### src/udo_pkg.sv
// Purpose: Shared constants for the data-out burst receiver
// Assumes: 100 MHz ref_clk
// Notes: Interface timing figures are plain defaults in ns
package udo_pkg;
  localparam int unsigned CLK_PERIOD_NS = 10;
  localparam int unsigned T_RP_NS = 160;
  localparam int unsigned T_ZIORDY_NS = 20;
  localparam int unsigned T_RP_CYC =
    (T_RP_NS + CLK_PERIOD_NS - 1) / CLK_PERIOD_NS;
  localparam int unsigned T_ZIORDY_CYC =
    (T_ZIORDY_NS + CLK_PERIOD_NS - 1) / CLK_PERIOD_NS;
  localparam logic [15:0] CRC_SEED = 16'h4ABA;
  localparam logic [15:0] CRC_POLY = 16'h1021;
  localparam int unsigned ERR_INTERFACE_CRC_ERROR_BIT = 7;
  localparam int unsigned ERR_COMMAND_ABORTED_BIT = 2;
  localparam int unsigned DATA_W = 16;
  localparam int unsigned FIFO_DEPTH = 8;
  typedef enum logic [2:0] {
    ST_IDLE = 3'b000,
    ST_REQ = 3'b001,
    ST_XFER = 3'b011,
    ST_DRAIN = 3'b010,
    ST_TERM = 3'b110,
    ST_DONE = 3'b111
  } udo_state_t;
endpackage : udo_pkg

### src/udo_fifo_if.sv
// Purpose: Stream link between receiver and its word FIFO
// Assumes: Single clock
// Notes: Valid/ready handshake
`timescale 1ns/10ps
interface udo_fifo_if #(parameter int W = 16);
  logic valid;
  logic ready;
  logic [W-1:0] data;
  modport src (output valid, output data, input ready);
  modport snk (input valid, input data, output ready);
endinterface : udo_fifo_if

### src/udo_rx.sv
// Purpose: Device end of an Ultra DMA data-out burst
// Assumes: Host pins sampled by ref_clk through two flip-flops
// Notes: Strobe edges are found on the sampled level
// Notes on behaviour
// - Device starts a burst by asserting its request.
// - Ready driven only after acknowledge delay, held until acknowledge ends.
// - Device asserts ready after stop drops; holds until first strobe.
// - Device pauses only after one word by dropping ready.
// - Device terminates by dropping ready, waiting, then dropping request.
// - Device accepts up to two more words after dropping ready.
// - On host stop device drops request and ready, no reassert.
// - Device ending: ready low, wait, request low; host asserts stop.
// - Closing strobe rise is not a data transfer.
// - CRC latched at acknowledge fall, compared, first error kept.
// - CRC seeded each burst, updated per data edge only.
// - CRC is X16+X12+X5+1, bit 0 shifted first.
// - CRC error sets interface CRC and aborted error bits.
`timescale 1ns/10ps
module udo_rx
  import udo_pkg::*;
#(
  parameter int FIFO_W = udo_pkg::DATA_W,
  parameter int FIFO_D = udo_pkg::FIFO_DEPTH
) (
  input wire logic ref_clk,
  input wire logic reset_n,
  input wire logic dmack_n,
  input wire logic stop,
  input wire logic hstrobe,
  input wire logic [15:0] dd_in,
  output logic dmarq,
  output logic ddmardy_n_out,
  output logic ddmardy_n_oe,
  input wire logic xfer_start,
  input wire logic xfer_pause,
  input wire logic xfer_end,
  input wire logic cmd_end,
  output logic burst_busy,
  output logic [7:0] error_bits,
  output logic error_valid,
  output logic out_valid,
  input wire logic out_ready,
  output logic [15:0] out_data
);
  import udo_pkg::*;
  if (FIFO_W != 16 || FIFO_D < 4) begin : g_bad_fifo
    $error("udo_rx: FIFO must be 16 bits wide, 4 deep or more");
  end
  function automatic logic [15:0] crc_step(input logic [15:0] c,
                                           input logic [15:0] d);
    logic [15:0] r;
    r = c;
    for (int i = 0; i < 16; i++) begin
      if (r[15] ^ d[i])
        r = (r << 1) ^ CRC_POLY;
      else
        r = r << 1;
    end
    return r;
  endfunction : crc_step

  logic ack_s1, ack_s2, stp_s1, stp_s2, stb_s1, stb_s2, stb_d;
  logic [15:0] dd_s1, dd_s2;
  always_ff @(posedge ref_clk or negedge reset_n) begin
    if (!reset_n) begin
      ack_s1 <= 1'b1;
      ack_s2 <= 1'b1;
      stp_s1 <= 1'b0;
      stp_s2 <= 1'b0;
      stb_s1 <= 1'b1;
      stb_s2 <= 1'b1;
      stb_d <= 1'b1;
      dd_s1 <= '0;
      dd_s2 <= '0;
    end else begin
      ack_s1 <= dmack_n;
      ack_s2 <= ack_s1;
      stp_s1 <= stop;
      stp_s2 <= stp_s1;
      stb_s1 <= hstrobe;
      stb_s2 <= stb_s1;
      stb_d <= stb_s2;
      dd_s1 <= dd_in;
      dd_s2 <= dd_s1;
    end
  end
  // Data synchroniser follows strobe by equal depth, so setup carries over
  logic stb_edge, ack_fall, ack_on;
  assign stb_edge = stb_s2 ^ stb_d;
  assign ack_on = !ack_s2;

  udo_fifo_if #(.W(FIFO_W)) fif ();
  udo_fifo #(.W(FIFO_W), .DEPTH(FIFO_D)) u_fifo (
    .ref_clk(ref_clk),
    .reset_n(reset_n),
    .wr(fif.snk),
    .out_valid(out_valid),
    .out_ready(out_ready),
    .out_data(out_data)
  );

  udo_state_t st, next_st;
  logic [15:0] crc, next_crc;
  logic [7:0] cnt, next_cnt;
  logic rdy, next_rdy, drive, next_drive, moved, next_moved;
  logic err, next_err, ack_d, next_ack_d;
  logic [7:0] next_error_bits;
  logic next_error_valid;
  logic data_edge;
  assign ack_fall = ack_d && ack_s2;
  // Ready also drops while FIFO has little room: two extra words may land
  // Own fill count, so ready drops with two slots still free
  localparam int FILL_W = $clog2(FIFO_D) + 1;
  logic [FILL_W-1:0] fill, next_fill;
  logic room;
  assign room = fif.ready && (fill < FILL_W'(FIFO_D - 2));
  // data edges before stop; none once stop is seen
  assign data_edge = stb_edge && (st == ST_XFER || st == ST_DRAIN)
                     && !stp_s2;
  assign fif.valid = data_edge;
  assign fif.data = dd_s2;

  always_comb begin
    next_st = st;
    next_crc = crc;
    next_cnt = cnt;
    next_rdy = rdy;
    next_drive = drive;
    next_moved = moved;
    next_err = err;
    next_ack_d = ack_on;
    next_error_bits = error_bits;
    next_error_valid = 1'b0;
    next_fill = fill + FILL_W'(data_edge)
                - FILL_W'(out_valid && out_ready);
    if (data_edge) begin
      next_crc = crc_step(crc, dd_s2);
      next_moved = 1'b1;
    end
    case (st)
      ST_IDLE: begin
        if (xfer_start && ack_s2) begin
          next_st = ST_REQ;
          next_crc = CRC_SEED;
          next_moved = 1'b0;
          next_cnt = '0;
        end
      end
      ST_REQ: begin
        if (ack_on) begin
          if (cnt < 8'(T_ZIORDY_CYC))
            next_cnt = cnt + 8'h01;
          else
            next_drive = 1'b1;
          if (drive && !stp_s2) begin
            next_rdy = 1'b1;
            next_st = ST_XFER;
          end
        end
      end
      ST_XFER: begin
        next_cnt = '0;
        if (stp_s2) begin
          next_rdy = 1'b0;
          next_st = ST_TERM;
        end else if (moved && (xfer_end || xfer_pause || !room)) begin
          next_rdy = 1'b0;
          next_st = ST_DRAIN;
        end
      end
      ST_DRAIN: begin
        if (stp_s2) begin
          next_st = ST_TERM;
        end else if (xfer_end) begin
          if (cnt < 8'(T_RP_CYC))
            next_cnt = cnt + 8'h01;
          else
            next_st = ST_TERM;
        end else if (!xfer_pause && room) begin
          next_rdy = 1'b1;
          next_st = ST_XFER;
        end
      end
      ST_TERM: begin
        next_rdy = 1'b0;
        if (ack_fall) begin
          next_drive = 1'b0;
          next_st = ST_DONE;
          if (dd_s2 != crc && !err) begin
            next_err = 1'b1;
          end
        end
      end
      ST_DONE: begin
        next_st = ST_IDLE;
      end
      default: next_st = ST_IDLE;
    endcase
    if (cmd_end) begin
      next_error_bits = '0;
      next_error_bits[ERR_INTERFACE_CRC_ERROR_BIT] = next_err;
      next_error_bits[ERR_COMMAND_ABORTED_BIT] = next_err;
      next_error_valid = 1'b1;
      next_err = 1'b0;
    end
  end

  always_ff @(posedge ref_clk or negedge reset_n) begin
    if (!reset_n) begin
      st <= ST_IDLE;
      crc <= CRC_SEED;
      cnt <= '0;
      rdy <= 1'b0;
      drive <= 1'b0;
      moved <= 1'b0;
      err <= 1'b0;
      ack_d <= 1'b0;
      fill <= '0;
      error_bits <= '0;
      error_valid <= 1'b0;
    end else begin
      st <= next_st;
      crc <= next_crc;
      cnt <= next_cnt;
      rdy <= next_rdy;
      drive <= next_drive;
      moved <= next_moved;
      err <= next_err;
      ack_d <= next_ack_d;
      fill <= next_fill;
      error_bits <= next_error_bits;
      error_valid <= next_error_valid;
    end
  end
  // Request held from start until stop or device end
  assign dmarq = (st == ST_REQ) || (st == ST_XFER) || (st == ST_DRAIN);
  assign ddmardy_n_out = !rdy;
  assign ddmardy_n_oe = drive;
  assign burst_busy = st != ST_IDLE;
endmodule : udo_rx

### src/udo_fifo.sv
// Purpose: Word FIFO between strobe capture and the user side
// Assumes: DEPTH is a power of two
// Notes: Full and empty come straight from the pointers
`timescale 1ns/10ps
module udo_fifo #(
  parameter int W = 16,
  parameter int DEPTH = 8
) (
  input wire logic ref_clk,
  input wire logic reset_n,
  udo_fifo_if.snk wr,
  output logic out_valid,
  input wire logic out_ready,
  output logic [W-1:0] out_data
);
  localparam int AW = $clog2(DEPTH);
  if (DEPTH < 2 || (1 << AW) != DEPTH) begin : g_bad_depth
    $error("udo_fifo: DEPTH must be a power of two");
  end
  logic [W-1:0] mem [DEPTH];
  logic [AW:0] wp, rp, next_wp, next_rp;
  logic do_wr, do_rd;
  assign wr.ready = (wp - rp) != (AW+1)'(DEPTH);
  assign out_valid = wp != rp;
  assign out_data = mem[rp[AW-1:0]];
  assign do_wr = wr.valid && wr.ready;
  assign do_rd = out_valid && out_ready;
  always_comb begin
    next_wp = wp + (AW+1)'(do_wr);
    next_rp = rp + (AW+1)'(do_rd);
  end
  always_ff @(posedge ref_clk or negedge reset_n) begin
    if (!reset_n) begin
      wp <= '0;
      rp <= '0;
    end else begin
      wp <= next_wp;
      rp <= next_rp;
    end
  end
  always_ff @(posedge ref_clk) begin
    if (do_wr)
      mem[wp[AW-1:0]] <= wr.data;
  end
endmodule : udo_fifo

### config.mk
export PLATFORM = sky130hd
export DESIGN_NAME = udo_rx
export DESIGN_NICKNAME = d
export VERILOG_FILES = /design/src/udo_pkg.sv /design/src/udo_fifo_if.sv /design/src/udo_rx.sv /design/src/udo_fifo.sv
export SDC_FILE = /design/constraint.sdc
export NUM_CORES = 1
export LEC_CHECK = 0
export BUFFER_PORTS_ARGS = -buffer_cell sky130_fd_sc_hd__buf_4
export CAP_MARGIN = 20
export CORE_MARGIN = 2
export CORE_UTILIZATION = 60
export CTS_CLUSTER_DIAMETER = 80
export CTS_CLUSTER_SIZE = 25
export DETAILED_ROUTE_END_ITERATION = 12
export GPL_ROUTABILITY_DRIVEN = 0
export PLACE_DENSITY = 0.85
export REMOVE_ABC_BUFFERS = 1
export SLEW_MARGIN = 10
export SYNTH_ARGS = -nofsm -noshare
export SYNTH_HDL_FRONTEND = slang
export SYNTH_SLANG_ARGS = --single-unit
### constraint.sdc
create_clock -name ref_clk -period 4.82 [get_ports ref_clk]
set_input_delay 1.205 -clock ref_clk [delete_from_list [all_inputs] [get_ports ref_clk]]
set_output_delay 1.205 -clock ref_clk [all_outputs]
set_load 0.05 [all_outputs]
==> summary.md, run 1 <==
| Metric | Value |
|---|---|
| Yosys warns | `0` |
| CTS Buffer Depth | `3` |
| Core area | `~14,000 um2` |
| Nature of the critical path startpoint | `register` |
| Net switching share of the total power | `0.3867` |
| Drt initial violations | `469` |
| Chip width | `between 100 and 150 um` |
| Synth async-reset ratio | `0.3991` |
| Starting Density | `0.6116` |
| Clock buffer count from CTS | `12` |
| Maximum fanout along the worst path | `14` |
| DIE HEIGHT | `around 130 um` |
| Unrepaired setup endpoints after global routing | `false` |
| Largest net degree at the start of global routing | `65` |
| DRT antenna net count | `0` |
| Combinational share of power | `0.463` |
| Reg-to-reg critical path startpoint | `u_fifo.wp[1]` |
| Die area | `15,750 um2` |
| Yosys reg bits | `about 210` |
| Clk sinks | `around 210` |
| First-pass iteration count of the detailed router | `4` |
| Critical path class | `reg2out` |
| Setup crit start | `u_fifo.rp[0]` |
| Final hold vios | `0` |
| Maximum clock rate | `0.2795 GHz` |
| Final std cells w/o fill | `816` |
| Avg Inst Size Synth | `roughly 15 um2` |
| Clk root buf | `clkbuf_16` |
| Post-Syn Area | `slightly below 9000 um2` |
| Netlist cell types | `50` |
| HP Class | `reg2reg` |
| Placed insts | `slightly below 800` |
| Int Pwr | `3.991 mW` |
| Worst slew pin tran | `0.8408 ns` |
| EDFF count, synth | `between 100 and 150` |
| Number of global-route vias before repair | `4,923` |
| Sequential area share after synthesis | `0.6760` |
| WL per Instance | `20.36 um` |
| Hold_buf cts | `0` |
| Status | `finished, final reports clean` |
| DRC violations left | `0` |
| Routed vias/inst | `around 6.0` |
| Number of antenna diodes | `0` |
| Worst path cell trace | `buf_4 -> mux4_2 -> nand2_1 -> nand2_1 -> buf_4` |
| Setup TNS | `0 ns` |
| Share of cells above drive strength 1 | `0.2104` |
| Post-CTS Setup Bufs | `0` |
| H-tree depth | `1` |
| Worst slew margin | `0.4395` |
| Min Tclk post-route | `3.578 ns` |
| Cell row count | `44` |
| Clk_skew | `0.02378 ns` |
| Remaining Overflow, GRT | `0` |
| Mapped Cells | `about 570` |
| Critical Path Sink Type | `output pin` |
| Area grow syn2layout | `10.84%` |
| Worst Hold Launch | `dd_s1[2]` |
| First-pass GRT wire length | `26,900 um` |
| Port Buffers | `around 50` |
| MaxCap Viol Count | `0` |
| Lkg Pwr | `approximately 3.8 nW` |
| Fin crit share | `0.7424` |
| CP max stage cell | `dfrtp_2` |
| Setup ws final | `1.242 ns` |
| Vias | `just under 5,000` |
| Setup violations, final | `0` |
| Dpl ws | `1.652 ns` |
| Total Wirelength | `16,610 um` |
| Power Density | `between 600 and 700 nW/um2` |
| TritonCTS clock tree | `yes` |
| Clk_lat worst skew | `approximately 0.46 ns` |
| Final nets | `approximately 670` |
| All-layer global routing usage | `0.2165` |
| Post-synth top flop | `edfxtp_1` |
| Initial antenna violation count | `0` |
| Most frequent cells in the layout | `128 x edfxtp_1, 71 x dfrtp_1, 67 x nand2_1` |
| CP peak stage delay | `0.58 ns` |
| Clock slew at reported path FFs | `roughly 0.1 ns` |
| Post-DP HPWL | `10,860 um` |
| Number of I/O pins | `56` |
| Fin. max-slew vios | `0` |
| Reg power frac | `0.375` |
| Net Sw Power | `~2.5 mW` |
| Worst Path Required | `around 3.6 ns` |
| Peak VDD IR | `0.0004061 V` |
| Most common cell after layout, fill and taps aside | `edfxtp_1` |
| Pwr Total | `about 6.5 mW` |
| Post-CTS Resized | `0` |
| Part of the power in the clock network | `0.162` |
| Arr. time, crit path | `2.37 ns` |
## state kept, by name, indices dropped and copies added (netlist names), 3 cells and up
| signal | cells |
|---|---|
| cnt | 8 |
| crc | 16 |
| dd_s1 | 16 |
| dd_s2 | 16 |
| fill | 4 |
| st | 3 |
| u_fifo.mem | 128 |
| u_fifo.rp | 4 |
| u_fifo.wp | 4 |
## metrics by stage
step,util,hold slack (ns),area (um2)
floorplan,-,0.3312,8747
global placement,0.6531,0.3337,9457
detailed placement,0.6531,0.3347,9457
CTS,0.6779,0.3468,9816
global route,0.6779,0.3622,9816
finish,0.6779,0.3434,9816
## area by class of cell
| class | count | area [um2] |
|---|---|---|
| Clock buffer | 18 | 344.1 |
| Clock inverter | 2 | 15.01 |
| Fill cell | 955 | 4663 |
| Inverter | 17 | 63.81 |
| Multi-Input combinational cell | 321 | 2716 |
| Sequential cell | 213 | 5988 |
| Tap cell | 184 | 230.2 |
| Timing Repair Buffer | 61 | 457.9 |
## final timing paths
path | end | slack (ns) | depth (start not counted)
worst min register to register | dd_s2[2] | 0.34 | 0
worst max-delay path | out_data[5] | 1.24 | 5
min in group asynchronous | crc[8] | 0.83 | 1
max in group asynchronous | u_fifo.rp[0] | 3.19 | 2
worst max register to register | u_fifo.mem[2][9] | 1.65 | 7
worst min-delay path | dd_s2[2] | 0.34 | 0
## metal layers
metal	up-vias	share of wire	track usage
met5	-	0	0
met1	2480	0.42	0.3142
met4	0	0.015	0.04379
li1	2177	-	-
met3	20	0.062	0.02995
met2	186	0.51	0.3596
## worst max-delay path, delay by kind of cell (launching register included)
family        cells  cell delay (ns)
mux               1             0.57
buf+inv           2             0.56
simple gates      2             0.19
flops             1             0.58
## Yosys cell counts (2+ instances only)
cell | number | area [um2]
edfxtp_1 | 128 | 3844
dfrtp_1 | 72 | 1802
nand2_1 | 67 | 251.5
xnor2_1 | 40 | 350.3
mux4_2 | 32 | 720.7
xor2_1 | 28 | 245.2
nor2_1 | 22 | 82.58
clkbuf_1 | 16 | 60.06
inv_1 | 15 | 56.30
dfstp_2 | 13 | 341.6
ha_1 | 13 | 162.7
a21oi_1 | 11 | 55.05
o21ai_0 | 11 | 55.05
buf_4 | 7 | 52.55
o211ai_1 | 7 | 52.55
a31oi_1 | 6 | 37.54
nor2b_1 | 6 | 37.54
nor3_1 | 6 | 30.03
nor4_1 | 6 | 37.54
nand3_1 | 5 | 25.02
nor3b_1 | 5 | 37.54
xnor3_1 | 5 | 112.6
a211oi_1 | 4 | 30.03
and2_1 | 4 | 25.02
buf_1 | 4 | 15.01
nand2b_1 | 4 | 25.02
and3_1 | 3 | 18.77
o22ai_1 | 3 | 18.77
a41oi_1 | 2 | 17.52
and3b_1 | 2 | 17.52
clkinv_1 | 2 | 7.510
mux2_2 | 2 | 22.52
mux2i_1 | 2 | 20.02
nand4_1 | 2 | 12.51
o31ai_1 | 2 | 15.01
or3_1 | 2 | 12.51
## power by group through the flow
stage               Combinational [mW]  Clock, mW  Sequential, mW
floorplan                         2.23          0            2.51
global placement                  2.92          0            2.45
detailed placement                3.00          0            2.47
CTS                               3.02       1.08            2.44
global route                      3.24       1.15            2.48
finish                            3.01       1.06            2.44
## cell families (layout without fill, tap and decap cells)
kind of cell             count (synthesis)  count (layout)  share of synthesized area
other                                    1               6                  0.0004234
flip-flops                             213             213                     0.6760
XOR/XNOR                                75              75                    0.08449
buffers and inverters                   44              98                    0.02162
AO/OA/AOI/OAI                           53              53                    0.03871
adder cells (fa/ha/maj)                 14              14                    0.02063
AND/OR/NAND/NOR                        137             137                    0.07191
multiplexers                            36              36                    0.08618
Power figures use the tool's default switching activity.
==> run 2: changes to the inputs <==
ABC_AREA = 1   (was unset)
CORE_UTILIZATION = 61   (was 60)
PLACE_DENSITY = 0.86   (was 0.85)
clock period = 3.62 ns   (was 4.82 ns; I/O delays follow)
==> summary.md, run 2 <==
| Metric | Value |
|---|---|
| R2R Setup Slk | `0.79 ns (-0.86 ns)` |
| Nature of the critical path startpoint | `register` |
| Reg2Reg Depth | `10 (+3)` |
| Post-synth top area cell | `edfxtp_1` |
| Area grow syn2layout | `10.43%` |
| Share of the synthesized area in the top cell type | `0.4149 (-0.01917)` |
| Post-CTS Resized | `0 (unchanged)` |
| Sequential cell area | `5988 um2 (unchanged)` |
| Hold_buf cts | `0 (unchanged)` |
| CP max stage cell | `inv_1` |
| Final hold vios | `0 (unchanged)` |
| Initial antenna violation count | `0 (unchanged)` |
| Worst Hold Launch | `dd_s1[13]` |
| Synth async-reset ratio | `0.3991 (unchanged)` |
| Worst path bufs/invs | `3 (+1)` |
| Setup TNS | `0 ns (unchanged)` |
| HP Class | `reg2reg` |
| Hold Crit Endpoint | `dd_s2[13]` |
| Hold WS | `0.3483 ns (+0.004951 ns)` |
| Most common cell after layout, fill and taps aside | `nor2_1` |
| Max reg flops | `128 (unchanged)` |
| Critical Path Sink Type | `output pin` |
| Core area | `15,030 um2 (+3.8%)` |
| Reg-to-reg critical path startpoint | `u_fifo.rp[1]` |
| Largest net degree at the start of global routing | `58 (-11%)` |
| WHS Path Cells | `0 (unchanged)` |
| Lkg Pwr | `4.219 nW (+12%)` |
| MaxCap Viol Count | `0 (unchanged)` |
| Number of I/O pins | `56 (unchanged)` |
| Cell mode on critical path | `buf_4` |
| Area after DPL | `9873 um2 (+4.4%)` |
| Sequential area share after synthesis | `0.6462 (-0.02985)` |
| Clk root buf | `clkbuf_16` |
| Cell row count | `45 (+2.3%)` |
| WL per Instance | `16.81 um (-17%)` |
| Drt initial violations | `543 (+16%)` |
| Min Tclk post-route | `about 3.3 ns` |
| Most frequent cell after synthesis | `nor2_1` |
| Clock buffer count from CTS | `12 (unchanged)` |
| Setup violations, final | `0 (unchanged)` |
| Maximum clock rate | `~0.30 GHz` |
| Vias | `6,343 (+30%)` |
| Clk_lat worst skew | `0.47 ns (about the same)` |
| Die area | `16,190 um2 (+2.8%)` |
| Post-DP HPWL | `12,050 um (+11%)` |
| Synth top cells by count | `151 x nor2_1, 128 x edfxtp_1, 118 x nand2_1` |
| Clk sinks | `213 (unchanged)` |
| Avg Inst Size Synth | `10.70 um2 (-31%)` |
| Total Wirelength | `18,730 um (+13%)` |
| H-tree depth | `1 (unchanged)` |
| Yosys reg bits | `213 (unchanged)` |
| Critical path class | `reg2out` |
| Fin. max-slew vios | `0 (unchanged)` |
| Worst slew margin | `0.4825 (+0.04304)` |
| First-pass GRT wire length | `30,130 um (+12%)` |
| DIE HEIGHT | `127.2 um (+1.4%)` |
| Pwr Total | `9.023 mW (+39%)` |
| Worst Path Required | `2.71 ns (-0.91 ns)` |
| Fillers | `1,045 (+9.4%)` |
| All-layer global routing usage | `0.2358 (+0.01931)` |
| Top delay family on crit path | `buffers and inverters` |
| Clock slew at reported path FFs | `0.09 ns (about the same)` |
| EDFF count, synth | `128 (unchanged)` |
| TritonCTS clock tree | `yes` |
| Fin crit share | `0.9164` |
| Status | `finished, final reports clean` |
| Area contributors post-synth | `edfxtp_1 41%, dfrtp_1 19%, nor2_1 6.1%, nand2_1 4.8%, o21ai_0 4.0%` |
| Most frequent cells in the layout | `151 x nor2_1, 128 x edfxtp_1, 118 x nand2_1` |
| Chip width | `127.2 um (+1.4%)` |
| Starting Density | `0.6163 (+0.004664)` |
| Yosys warns | `0 (unchanged)` |
| DRC violations left | `0 (unchanged)` |
| Clk_skew | `0.01532 ns (-0.008460 ns)` |
| Unrepaired setup endpoints after global routing | `false` |
| Multi-input logic area | `2870 um2 (+5.7%)` |
| Worst slew pin tran | `0.7754 ns (-0.06542 ns)` |
| Remaining Overflow, GRT | `0 (unchanged)` |
| Worst path cell trace | `inv_1 -> buf_4 -> o21ai_0 -> o22ai_1 -> nor2_1 -> a31oi_1 -> buf_4` |
| Share of cells above drive strength 1 | `0.1501 (-0.06034)` |
| Post-CTS Setup Bufs | `0 (unchanged)` |
| Final non-filler cell area | `10,230 um2 (+4.2%)` |
| Setup ws final | `0.3026 ns (-0.9391 ns)` |
| Arr. time, crit path | `2.41 ns (+0.04 ns)` |
| Mapped Cells | `866 (+51%)` |
| Final nets | `960 (+44%)` |
| CTS Buffer Depth | `3 (unchanged)` |
| Number of antenna diodes | `0 (unchanged)` |
| Port Buffers | `49 (unchanged)` |
| CP peak stage delay | `0.57 ns (about the same)` |
| Post-Syn Area | `9265 um2 (+4.6%)` |
| Dpl ws | `0.7817 ns (-0.8707 ns)` |
| Netlist cell types | `39 (-22%)` |
| Routed vias/inst | `5.694 (-4.5%)` |
| Worst reg2reg path endpoint | `u_fifo.mem[0][9]` |
| Maximum fanout along the worst path | `23 (+9)` |
| Number of global-route vias before repair | `6,060 (+23%)` |
| Power Density | `881.9 nW/um2 (+33%)` |
| First-pass iteration count of the detailed router | `5 (+1)` |
| Post-synth top flop | `edfxtp_1` |
| DRT antenna net count | `0 (unchanged)` |
| Peak VDD IR | `0.0005056 V (+24%)` |
==> run 2: cell types whose count changed after synthesis, moves of 13 or more <==
cell,delta
o22ai_1,+13
nand2_2,+21
inv_1,+45
nor2_1,+129
xnor2_1,-20
mux4_2,-32
o21ai_0,+63
nand2_1,+51
nand3_1,+28
==> run 2: cells by family (layout without fill, tap and decap cells) <==
family / Yosys count / after routing / synth area share
and+or+nand+nor: 347 / 347 / 0.1589
DFF: 213 / 213 / 0.6462
AOI/OAI and AO/OA: 139 / 139 / 0.08170
buffers and inverters: 104 / 159 / 0.04605
xor gates and xnor gates: 48 / 48 / 0.04700
adders and majority gates: 14 / 14 / 0.01972
other: 1 / 6 / 0.0004047
==> run 2: area by class of cell <==
class                      count  area share
timing repair buffer          68     0.04990
inverter                      71     0.02629
clock buffer                  18     0.03363
sequential                   213      0.5853
tap                          188     0.02299
clock inverter                 2    0.001345
multi-input combinational    554      0.2805
==> run 2: how the worst max path moves through the flow <==
stage,from,to,cells after the start
3_5_place_dp,u_fifo.rp[1],out_data[9],7
4_1_cts,u_fifo.rp[1],out_data[9],7
2_1_floorplan,u_fifo.rp[1],fill[2],10
3_3_place_gp,u_fifo.rp[1],out_data[10],7
5_1_grt,u_fifo.rp[1],out_data[4],6
6_report,u_fifo.rp[1],out_data[9],7
==> run 2: metrics by stage <==
step	utilization	instances
final	0.6806	1114
after CTS	0.6806	1114
after global routing	0.6806	1114
after global placement	0.6568	1094
after detailed placement	0.6568	1094
after floorplan	-	838
==> run 2: where the power goes <==
group	switching (mW)	internal, mW
registers	0.276	2.92
logic	3.00	1.42
clock network	0.733	0.672
==> run 2: per-layer routing <==
metal / track usage / routed length, um / vias up
li1: - / - / 2999
met1: 0.3220 / 7572 / 3025
met2: 0.3941 / 9315 / 269
met3: 0.03057 / 1302 / 50
met4: 0.08856 / 535 / 0
met5: 0 / 0 / -
